### config.mk
export PLATFORM = sky130hd
export DESIGN_NAME = vop_polarity
export DESIGN_NICKNAME = d
export VERILOG_FILES = /design/src/vop_pkg.sv /design/src/vop_polarity.sv
export SDC_FILE = /design/constraint.sdc
export NUM_CORES = 1
export LEC_CHECK = 0
export BUFFER_PORTS_ARGS = -buffer_cell sky130_fd_sc_hd__buf_2
export CAP_MARGIN = 30
export CORE_AREA = 4 4 115 106
export CTS_BUF_LIST = sky130_fd_sc_hd__clkbuf_4
export DETAILED_ROUTE_END_ITERATION = 10
export DIE_AREA = 0 0 119 110
export PLACE_DENSITY = 0.71
export SETUP_SLACK_MARGIN = 0.2
export SLEW_MARGIN = 20
export SYNTH_ARGS = -nofsm -noshare
export SYNTH_HDL_FRONTEND = slang
export SYNTH_SLANG_ARGS = --single-unit
export TNS_END_PERCENT = 20
### constraint.sdc
create_clock -name aclk -period 2.2 [get_ports aclk]
set_input_delay 0.22 -clock aclk [delete_from_list [all_inputs] [get_ports aclk]]
set_output_delay 0.22 -clock aclk [all_outputs]
set_load 0.05 [all_outputs]
### src/vop_pkg.sv
package vop_pkg;

  // ------------------------------------------------------------
  // register map, byte addresses, one aligned 32-bit word each
  // ------------------------------------------------------------
  localparam int ADDR_W = 8;
  localparam logic [7:0] OFF_FUNC21 = 8'h00;
  localparam logic [7:0] OFF_RB_HI = 8'h04;
  localparam logic [7:0] OFF_RB_LO = 8'h08;
  localparam logic [7:0] OFF_POL_BASE = 8'h0C;
  localparam logic [7:0] OFF_POL_LAST = 8'h50;
  localparam logic [7:0] OFF_CLR = 8'h54;

  // ------------------------------------------------------------
  // field layout and reset values
  // ------------------------------------------------------------
  localparam int NUM_LO = 16;
  localparam int NUM_HI = 2;
  localparam int NUM_POL = 18;
  localparam int POL_BIT = 0;
  localparam int CLR_BIT = 0;
  localparam logic [17:0] POL_RST = 18'h00000;
  localparam logic [15:0] FUNC_RST = 16'h0000;
  localparam logic CLR_RST = 1'b1;
  localparam logic [4:0] IDX_NONE = 5'h1F;
  localparam logic [1:0] RESP_OKAY = 2'h0;
  localparam logic [1:0] RESP_SLVERR = 2'h2;

  // ------------------------------------------------------------
  // terminal levels: outputs 1..16 low, 20 and 21 high
  // ------------------------------------------------------------
  typedef struct packed {
    logic [1:0] upper;
    logic [15:0] lower;
  } vop_levels_t;

  // polarity slot of an address, IDX_NONE when not a polarity word
  function automatic logic [4:0] pol_index(input logic [7:0] addr);
    logic [7:0] rel;
    rel = addr - OFF_POL_BASE;
    if (addr[1:0] != 2'h0 || addr < OFF_POL_BASE || addr > OFF_POL_LAST) begin
      return IDX_NONE;
    end
    return rel[6:2];
  endfunction

  function automatic logic is_mapped(input logic [7:0] addr);
    return (addr[1:0] == 2'h0) && (addr <= OFF_CLR);
  endfunction

endpackage

### src/vop_polarity.sv
// Operation
// - polarity 0: terminal reads 1 while its selected function is active
// - polarity 1: terminal reads 0 while its selected function is active
// - one polarity bit per output 1-16, 20, 21; resets 0, writable anytime
// - read-only word gives present levels of outputs 1 to 16
// - separate read-only word gives present levels of outputs 20 and 21
// - power-on setting, default 1, clears virtual input value register at power-on
module vop_polarity #(
  parameter int ADDR_W = vop_pkg::ADDR_W
) (
  input wire logic aclk,
  input wire logic aresetn,
  input wire logic [ADDR_W-1:0] s_axi_awaddr,
  input wire logic [2:0] s_axi_awprot,
  input wire logic s_axi_awvalid,
  output logic s_axi_awready,
  input wire logic [31:0] s_axi_wdata,
  input wire logic [3:0] s_axi_wstrb,
  input wire logic s_axi_wvalid,
  output logic s_axi_wready,
  output logic [1:0] s_axi_bresp,
  output logic s_axi_bvalid,
  input wire logic s_axi_bready,
  input wire logic [ADDR_W-1:0] s_axi_araddr,
  input wire logic [2:0] s_axi_arprot,
  input wire logic s_axi_arvalid,
  output logic s_axi_arready,
  output logic [31:0] s_axi_rdata,
  output logic [1:0] s_axi_rresp,
  output logic s_axi_rvalid,
  input wire logic s_axi_rready,
  input wire vop_pkg::vop_levels_t func_active,
  output vop_pkg::vop_levels_t virtual_out,
  output logic [15:0] func21_select,
  output logic vin_clear_enable,
  output logic vin_clear_pulse
);

  // ------------------------------------------------------------
  // elaboration checks
  // ------------------------------------------------------------
  generate
    // the decoder reads the low byte of every address, so narrower buses cannot work
    if (ADDR_W < 8 || ADDR_W > 32) begin : g_bad_addr
      $error("vop_polarity: ADDR_W must lie between 8 and 32");
    end
  endgenerate

  // ------------------------------------------------------------
  // state
  // ------------------------------------------------------------
  logic [17:0] pol_q;
  logic [15:0] func21_q;
  logic clr_q;
  logic arm_q;
  logic pulse_q;
  vop_pkg::vop_levels_t vout_q;
  logic aw_hold_q;
  logic [7:0] aw_addr_q;
  logic w_hold_q;
  logic [31:0] w_data_q;
  logic [3:0] w_strb_q;
  logic bvalid_q;
  logic [1:0] bresp_q;
  logic rvalid_q;
  logic [31:0] rdata_q;
  logic [1:0] rresp_q;
  logic wr_fire;
  logic rd_fire;
  logic [4:0] wr_idx;
  logic [7:0] ar_addr;
  logic [4:0] rd_idx;

  // prot is accepted but not used: every register is open to any master
  assign ar_addr = s_axi_araddr[7:0];
  assign wr_fire = aw_hold_q && w_hold_q && !bvalid_q;
  assign rd_fire = s_axi_arvalid && s_axi_arready;
  assign wr_idx = vop_pkg::pol_index(aw_addr_q);
  assign rd_idx = vop_pkg::pol_index(ar_addr);

  assign s_axi_awready = !aw_hold_q;
  assign s_axi_wready = !w_hold_q;
  assign s_axi_bvalid = bvalid_q;
  assign s_axi_bresp = bresp_q;
  assign s_axi_arready = !rvalid_q;
  assign s_axi_rvalid = rvalid_q;
  assign s_axi_rdata = rdata_q;
  assign s_axi_rresp = rresp_q;
  assign virtual_out = vout_q;
  assign func21_select = func21_q;
  assign vin_clear_enable = clr_q;
  assign vin_clear_pulse = pulse_q;

  // ------------------------------------------------------------
  // terminal levels
  // ------------------------------------------------------------
  // xor with polarity; one flop so the terminals never glitch
  always_ff @(posedge aclk) begin
    if (!aresetn) begin
      vout_q <= '0;
    end else begin
      vout_q <= func_active ^ pol_q;
    end
  end

  // ------------------------------------------------------------
  // write channel: address and data taken in either order
  // ------------------------------------------------------------
  always_ff @(posedge aclk) begin
    if (!aresetn) begin
      aw_hold_q <= 1'b0;
      aw_addr_q <= 8'h00;
    end else if (s_axi_awvalid && s_axi_awready) begin
      aw_hold_q <= 1'b1;
      aw_addr_q <= s_axi_awaddr[7:0];
    end else if (wr_fire) begin
      aw_hold_q <= 1'b0;
    end
  end

  always_ff @(posedge aclk) begin
    if (!aresetn) begin
      w_hold_q <= 1'b0;
      w_data_q <= 32'h00000000;
      w_strb_q <= 4'h0;
    end else if (s_axi_wvalid && s_axi_wready) begin
      w_hold_q <= 1'b1;
      w_data_q <= s_axi_wdata;
      w_strb_q <= s_axi_wstrb;
    end else if (wr_fire) begin
      w_hold_q <= 1'b0;
    end
  end

  always_ff @(posedge aclk) begin
    if (!aresetn) begin
      bvalid_q <= 1'b0;
      bresp_q <= vop_pkg::RESP_OKAY;
    end else if (wr_fire) begin
      bvalid_q <= 1'b1;
      // readback words are read-only; writing them is an error
      if (!vop_pkg::is_mapped(aw_addr_q) || aw_addr_q == vop_pkg::OFF_RB_HI || aw_addr_q == vop_pkg::OFF_RB_LO) begin
        bresp_q <= vop_pkg::RESP_SLVERR;
      end else begin
        bresp_q <= vop_pkg::RESP_OKAY;
      end
    end else if (s_axi_bready) begin
      bvalid_q <= 1'b0;
    end
  end

  // ------------------------------------------------------------
  // configuration registers
  // ------------------------------------------------------------
  always_ff @(posedge aclk) begin
    if (!aresetn) begin
      pol_q <= vop_pkg::POL_RST;
    end else if (wr_fire && wr_idx != vop_pkg::IDX_NONE && w_strb_q[0]) begin
      pol_q[wr_idx] <= w_data_q[vop_pkg::POL_BIT];
    end
  end

  always_ff @(posedge aclk) begin
    if (!aresetn) begin
      func21_q <= vop_pkg::FUNC_RST;
    end else if (wr_fire && aw_addr_q == vop_pkg::OFF_FUNC21) begin
      if (w_strb_q[0]) begin
        func21_q[7:0] <= w_data_q[7:0];
      end
      if (w_strb_q[1]) begin
        func21_q[15:8] <= w_data_q[15:8];
      end
    end
  end

  always_ff @(posedge aclk) begin
    if (!aresetn) begin
      clr_q <= vop_pkg::CLR_RST;
    end else if (wr_fire && aw_addr_q == vop_pkg::OFF_CLR && w_strb_q[0]) begin
      clr_q <= w_data_q[vop_pkg::CLR_BIT];
    end
  end

  // ------------------------------------------------------------
  // power-on clear of the virtual input value register
  // ------------------------------------------------------------
  // one pulse per reset release; reset reloads the setting to 1, so later
  // writes never reach the next power-on and never clear inputs mid-run
  always_ff @(posedge aclk) begin
    if (!aresetn) begin
      arm_q <= 1'b1;
      pulse_q <= 1'b0;
    end else begin
      arm_q <= 1'b0;
      pulse_q <= arm_q && clr_q;
    end
  end

  // ------------------------------------------------------------
  // read channel
  // ------------------------------------------------------------
  function automatic logic [31:0] read_word(input logic [7:0] addr);
    logic [4:0] idx;
    idx = vop_pkg::pol_index(addr);
    if (idx != vop_pkg::IDX_NONE) begin
      return {31'h00000000, pol_q[idx]};
    end
    unique case (addr)
      vop_pkg::OFF_FUNC21: return {16'h0000, func21_q};
      vop_pkg::OFF_RB_HI: return {30'h00000000, vout_q.upper};
      vop_pkg::OFF_RB_LO: return {16'h0000, vout_q.lower};
      vop_pkg::OFF_CLR: return {31'h00000000, clr_q};
      default: return 32'h00000000;
    endcase
  endfunction

  always_ff @(posedge aclk) begin
    if (!aresetn) begin
      rvalid_q <= 1'b0;
      rdata_q <= 32'h00000000;
      rresp_q <= vop_pkg::RESP_OKAY;
    end else if (rd_fire) begin
      rvalid_q <= 1'b1;
      rdata_q <= read_word(ar_addr);
      rresp_q <= vop_pkg::is_mapped(ar_addr) ? vop_pkg::RESP_OKAY : vop_pkg::RESP_SLVERR;
    end else if (s_axi_rready) begin
      rvalid_q <= 1'b0;
    end
  end

  // ------------------------------------------------------------
  // checks
  // ------------------------------------------------------------
  for (genvar i = 0; i < vop_pkg::NUM_POL; i++) begin : g_chk
    a_active_high_drive: assert property (
      @(posedge aclk) disable iff (!aresetn)
      (func_active[i] && !pol_q[i]) |=> virtual_out[i])
      else $error("active function with polarity 0 did not give 1");
    a_active_low_drive: assert property (
      @(posedge aclk) disable iff (!aresetn)
      (func_active[i] && pol_q[i]) |=> !virtual_out[i])
      else $error("active function with polarity 1 did not give 0");
    a_idle_low_drive: assert property (
      @(posedge aclk) disable iff (!aresetn)
      (!func_active[i] && !pol_q[i]) |=> !virtual_out[i])
      else $error("inactive function with polarity 0 did not give 0");
    a_idle_high_drive: assert property (
      @(posedge aclk) disable iff (!aresetn)
      (!func_active[i] && pol_q[i]) |=> virtual_out[i])
      else $error("inactive function with polarity 1 did not give 1");
  end

  a_pol_reset_zero: assert property (
    @(posedge aclk) !aresetn |=> (pol_q == vop_pkg::POL_RST))
    else $error("polarity settings not zero after reset");

  a_pol_write_lands: assert property (
    @(posedge aclk) disable iff (!aresetn)
    (wr_fire && wr_idx != vop_pkg::IDX_NONE && w_strb_q[0])
      |=> pol_q[$past(wr_idx)] == $past(w_data_q[vop_pkg::POL_BIT]) && s_axi_bvalid)
    else $error("polarity write did not take effect");

  a_read_low_levels: assert property (
    @(posedge aclk) disable iff (!aresetn)
    (rd_fire && ar_addr == vop_pkg::OFF_RB_LO)
      |=> s_axi_rvalid && s_axi_rdata == {16'h0000, $past(virtual_out.lower)})
    else $error("readback of outputs 1 to 16 wrong");

  a_read_high_levels: assert property (
    @(posedge aclk) disable iff (!aresetn)
    (rd_fire && ar_addr == vop_pkg::OFF_RB_HI)
      |=> s_axi_rvalid && s_axi_rdata == {30'h00000000, $past(virtual_out.upper)})
    else $error("readback of outputs 20 and 21 wrong");

  a_clear_pulse_once: assert property (
    @(posedge aclk) disable iff (!aresetn)
    (arm_q && clr_q) |=> vin_clear_pulse ##1 !vin_clear_pulse [*3])
    else $error("power-on clear pulse missing or repeated");

  a_clear_default_one: assert property (
    @(posedge aclk) !aresetn |=> vin_clear_enable && !vin_clear_pulse)
    else $error("power-on clear setting not 1 after reset");

  // ------------------------------------------------------------
  // levels, register bus and clear pulse checks
  // ------------------------------------------------------------
  a_levels_track: assert property (
    @(posedge aclk) disable iff (!aresetn)
    1'b1 |=> virtual_out == ($past(func_active) ^ $past(pol_q)))
    else $error("terminal levels do not follow function and polarity");

  a_levels_reset_low: assert property (
    @(posedge aclk) !aresetn |=> (virtual_out == '0))
    else $error("terminal levels not low after reset");

  // a stray change here would flip terminals nobody asked to flip
  a_pol_held_idle: assert property (
    @(posedge aclk) disable iff (!aresetn)
    !(wr_fire && wr_idx != vop_pkg::IDX_NONE && w_strb_q[0]) |=> $stable(pol_q))
    else $error("polarity settings changed without a write");

  a_pol_write_okay: assert property (
    @(posedge aclk) disable iff (!aresetn)
    (wr_fire && wr_idx != vop_pkg::IDX_NONE) |=> s_axi_bvalid && s_axi_bresp == vop_pkg::RESP_OKAY)
    else $error("polarity write not answered with okay");

  a_readonly_refused: assert property (
    @(posedge aclk) disable iff (!aresetn)
    (wr_fire && (aw_addr_q == vop_pkg::OFF_RB_HI || aw_addr_q == vop_pkg::OFF_RB_LO))
      |=> s_axi_bvalid && s_axi_bresp == vop_pkg::RESP_SLVERR)
    else $error("write to a readback word not refused");

  a_read_pol_bit: assert property (
    @(posedge aclk) disable iff (!aresetn)
    (rd_fire && rd_idx != vop_pkg::IDX_NONE)
      |=> s_axi_rvalid && s_axi_rdata == {31'h00000000, $past(pol_q[rd_idx])})
    else $error("polarity readback wrong");

  a_read_pol_okay: assert property (
    @(posedge aclk) disable iff (!aresetn)
    (rd_fire && rd_idx != vop_pkg::IDX_NONE)
      |=> s_axi_rresp == vop_pkg::RESP_OKAY)
    else $error("polarity read not answered with okay");

  a_read_levels_okay: assert property (
    @(posedge aclk) disable iff (!aresetn)
    (rd_fire && (ar_addr == vop_pkg::OFF_RB_LO || ar_addr == vop_pkg::OFF_RB_HI))
      |=> s_axi_rresp == vop_pkg::RESP_OKAY)
    else $error("level readback not answered with okay");

  a_clear_write_lands: assert property (
    @(posedge aclk) disable iff (!aresetn)
    (wr_fire && aw_addr_q == vop_pkg::OFF_CLR && w_strb_q[0])
      |=> vin_clear_enable == $past(w_data_q[vop_pkg::CLR_BIT]))
    else $error("power-on clear setting write did not land");

  a_clear_pulse_late: assert property (
    @(posedge aclk) disable iff (!aresetn)
    !arm_q |=> !vin_clear_pulse)
    else $error("clear pulse outside power-on");

  a_read_clear_bit: assert property (
    @(posedge aclk) disable iff (!aresetn)
    (rd_fire && ar_addr == vop_pkg::OFF_CLR)
      |=> s_axi_rdata == {31'h00000000, $past(vin_clear_enable)})
    else $error("power-on clear setting readback wrong");

endmodule

==> impl_metrics.py <==
metrics = {
    "power": {
        "worst_ir_drop_vdd_v": 0.000281,
        "leakage_power_of_the_design_nw": 2.70,
        "pwr_cell_area_nw_per_um2": 588,
    },
    "worst_setup_path": {
        "worst_path_max_delay_cell": "sky130_fd_sc_hd__dfxtp_4",
        "path_cells": "inv_1 > ha_1 > and2_1 > nor4b_1 > nand4_1 > mux2i_1 > nor2_1",
        "worstPathRequired_ns": 2.56,
        "timing.critical_path.arrival_ns": 2.29,
        "setup.worst_path.start": "aw_addr_q[2]",
        "crit_end": "pol_q[10]",
        "timing.critical_path.slowest_cell_delay_ns": 0.42,
        "reg2regPathDepth": 7,
        "r2r_setup_slack_ns": 0.27,
        "cp-start-kind": "flop",
        "timing.setup.critical_path_class": "flop to flop",
        "reg2reg_from": "aw_addr_q[2]",
        "crit-reg2reg-capture": "pol_q[10]",
        "critical_path_peak_fanout": 8,
        "timing.critical_path.to_type": "flop",
    },
    "logic_synthesis": {
        "synthesis.instances": 529,
        "synth.area.top_cells": "sky130_fd_sc_hd__dfxtp_1, sky130_fd_sc_hd__mux2i_1, sky130_fd_sc_hd__nor2_1, sky130_fd_sc_hd__xnor2_1, sky130_fd_sc_hd__a21oi_1",
        "count_of_flip_flops_with_a_built_in_enable_after_synthesis": 0,
        "yosysWarningCount": 0,
        "postSynthAreaPerCell_sq_um": 9.24,
        "async_reset_ff_share_pct": 0,
        "post_synthesis_cell_area_sq_um": 4890,
        "synthDominantCellAreaShare_pct": 42.2,
        "synth.ff_latch_count": 103,
        "yosys_most_used_dff": "sky130_fd_sc_hd__dfxtp_1",
        "yosysUniqueCellTypes": 59,
        "ys_seq_area_share_pct": 42.2,
        "synth_top_area_cell": "sky130_fd_sc_hd__dfxtp_1",
    },
    "timing": {
        "fin_skew_ns": 0.0235,
        "worstMarginPinSlew_ns": 0.677,
        "finalWorstPathRequiredPeriod_ns": 1.93,
        "hold_viol": 0,
        "setup_total_negative_slack_ns": 0,
        "maxClockFrequency_ghz": 0.519,
        "rsz0062_at_grt": "yes",
        "slew-limit-headroom_pct": 54.8,
        "finalMaxSlewViolations": 0,
        "share_of_the_clock_period_used_by_the_worst_path_after_layout_pct": 87.6,
        "setup_viol_count_final": 0,
    },
    "drt": {
        "initialDrtViolationCount": 341,
        "detail_route.first_pass.iterations": 5,
        "drt-total-wl_um": 12400,
        "route.detailed.drc": 0,
        "route.vias.total": 4208,
        "detail-route-antenna-nets": 0,
        "routed_via_density": 5.06,
        "routedWlPerCell_um": 14.9,
    },
    "final_layout": {
        "seqCellArea_sq_um": 2070,
        "filler_cells_inserted": 966,
        "drive_above_1_share_pct": 28.4,
        "final_net_count": 767,
        "footprint_of_the_multi_input_gates_sq_um": 2550,
        "stdcell_area_sq_um": 6090,
        "flow.area_growth_from_synthesis_pct": 24.5,
        "num_antenna_cells": 0,
    },
    "placed_design": {
        "dp_hpwl_um": 9370,
        "numPortBuffers": 117,
        "detailed_place.area_sq_um": 5550,
        "routability_congestion_estimate_from_global_placement": 0.896,
    },
    "die": {
        "die_h_um": 110,
        "num_rows": 36,
        "design.core.area_sq_um": 10900,
        "start_util_pct": 45.0,
        "number_of_ports_placed_on_the_die_boundary": 160,
        "floorplan.die.width_um": 119,
        "die-area_sq_um": 13100,
    },
    "clocking": {
        "cts.clk_slew.worst_paths_ns": 0.16,
        "cts_max_level": 3,
        "numClockSinks": 103,
        "max_buffers_root_to_sink": 2,
        "clk_root_buffer_cell": "sky130_fd_sc_hd__clkbuf_4",
        "tritoncts.num_buffers": 9,
        "tritoncts": "built",
        "clkLatencyLatePin_ns": 0.46,
    },
    "global_route": {
        "first_pass_grt_wire_length_um": 19100,
        "vias_in_the_first_global_route": 3836,
        "grt_util_all_layers_pct": 18.2,
        "globalRoute.totalOverflow": 0,
        "grt_antenna_before_repair": 0,
        "pin_count_of_the_biggest_net_entering_global_routing": 45,
    },
    "status": {
        "run_status": "finished clean",
    },
    "hold_path": {
        "hold_class": "input port to flop",
    },
    "run": {
        "timing.max_cap.violations": 0,
    },
}
area by class of cell:
class / instances / area share (%)
Multi-Input combinational cell: 380 / 41.9
Inverter: 12 / 0.740
Timing Repair Buffer: 168 / 18.0
Clock buffer: 9 / 1.11
Clock inverter: 7 / 1.09
Tap cell: 152 / 3.12
Sequential cell: 103 / 34.0
cell usage after synthesis, types with 5 or more instances:
cell,number
sky130_fd_sc_hd__mux2i_1,35
sky130_fd_sc_hd__buf_2,6
sky130_fd_sc_hd__nor2_2,11
sky130_fd_sc_hd__o21ai_0,15
sky130_fd_sc_hd__nand4_1,20
sky130_fd_sc_hd__inv_1,11
sky130_fd_sc_hd__a22oi_2,10
sky130_fd_sc_hd__xnor2_1,24
sky130_fd_sc_hd__a22oi_1,5
sky130_fd_sc_hd__nand2_1,40
sky130_fd_sc_hd__nand3_1,7
sky130_fd_sc_hd__and3_1,6
sky130_fd_sc_hd__nor2b_1,11
sky130_fd_sc_hd__a31oi_1,7
sky130_fd_sc_hd__a22o_1,14
sky130_fd_sc_hd__nor2_1,71
sky130_fd_sc_hd__buf_4,20
sky130_fd_sc_hd__dfxtp_1,103
sky130_fd_sc_hd__a21oi_1,31
sky130_fd_sc_hd__ha_1,10
sky130_fd_sc_hd__clkbuf_1,16
routing by layer:
| metal | up-vias | track usage [%] | part of all wire, % |
|---|---|---|---|
| li1 | 2114 | - | - |
| met1 | 1940 | 23.0 | 44 |
| met2 | 139 | 32.0 | 49 |
| met3 | 15 | 4.34 | 5.3 |
| met4 | 0 | 3.64 | 1.6 |
| met5 | - | 0 | 0 |
cells by family (layout without fill, tap and decap cells):
logic type / Yosys count / count (layout) / share of synthesized area (%)
compound gates: 102 / 102 / 15.8
xor+xnor: 25 / 25 / 4.48
fa+ha+maj: 10 / 10 / 2.56
buf+inv: 63 / 196 / 7.37
flops: 103 / 103 / 42.2
mux: 38 / 38 / 8.32
other cells: 1 / 18 / 0.0767
simple gates: 187 / 187 / 19.2
worst min path at each step:
stage / startpoint / to / slack, ns / depth (start not counted)
finish: func_active[4] / virtual_out[4] / 0.02 / 3
global route: func_active[4] / virtual_out[4] / 0.003 / 3
CTS: func_active[8] / virtual_out[8] / 0.0008 / 3
detailed placement: s_axi_rready / s_axi_rvalid / 0.41 / 2
global placement: s_axi_rready / s_axi_rvalid / 0.40 / 2
floorplan: aresetn / vin_clear_enable / 0.31 / 1
what timing repair did:
| item | 4_1_cts | 5_1_grt |
|---|---|---|
| gates resized for setup | 3 | 7 |
| pin swaps | 0 | 1 |
| setup buffers | 0 | 1 |
| endpoints found under the hold margin | 33 | 2 |
| hold buffers | 33 | 2 |
| setup endpoints to repair | 17 | 18 |
critical path, delay by kind of cell, from the launching register on:
family | cells | cell delay (ns)
flip-flops | 1 | 0.42
buffers and inverters | 1 | 0.09
AND/OR/NAND/NOR | 4 | 0.78
multiplexers | 1 | 0.21
adder cells (fa/ha/maj) | 1 | 0.33
per-stage QoR:
stage,util [%],power (mW),setup WS [ns],cells,hold WS [ns]
after floorplan,-,2.48,0.220,546,0.311
after global placement,51.1,2.61,0.205,779,0.402
after detailed placement,51.1,2.63,0.158,779,0.408
after CTS,55.5,3.58,0.221,828,0.000837
after global routing,56.1,3.73,0.167,831,0.00251
final,56.1,3.58,0.272,831,0.0171
power breakdown:
part,total [mW],internal [mW],switching [mW]
Sequential,1.98,1.93,0.0571
Clock,0.923,0.259,0.664
Combinational,0.671,0.243,0.428
cell usage in the layout (no fill, tap or decap), types with 9 or more instances in the layout:
master | synthesis | routed
sky130_fd_sc_hd__a21oi_1 | 31 | 31
sky130_fd_sc_hd__a22o_1 | 14 | 14
sky130_fd_sc_hd__a22oi_2 | 10 | 10
sky130_fd_sc_hd__buf_2 | 6 | 117
sky130_fd_sc_hd__buf_4 | 20 | 12
sky130_fd_sc_hd__clkbuf_4 | 0 | 9
sky130_fd_sc_hd__conb_1 | 1 | 18
sky130_fd_sc_hd__dfxtp_1 | 103 | 100
sky130_fd_sc_hd__dlygate4sd3_1 | 0 | 35
sky130_fd_sc_hd__ha_1 | 10 | 9
sky130_fd_sc_hd__inv_1 | 11 | 10
sky130_fd_sc_hd__mux2i_1 | 35 | 35
sky130_fd_sc_hd__nand2_1 | 40 | 40
sky130_fd_sc_hd__nand4_1 | 20 | 20
sky130_fd_sc_hd__nor2_1 | 71 | 71
sky130_fd_sc_hd__nor2_2 | 11 | 11
sky130_fd_sc_hd__nor2b_1 | 11 | 11
sky130_fd_sc_hd__o21ai_0 | 15 | 14
sky130_fd_sc_hd__xnor2_1 | 24 | 24
state kept, by name (all words and copies together) (netlist names), 2 cells and up:
register	count
pol_q	18
s_axi_rdata	16
w_data_q	16
w_strb_q	2
virtual_out	18
aw_addr_q	8
func21_select	16
No activity file was read; power rests on OpenSTA's default activity.
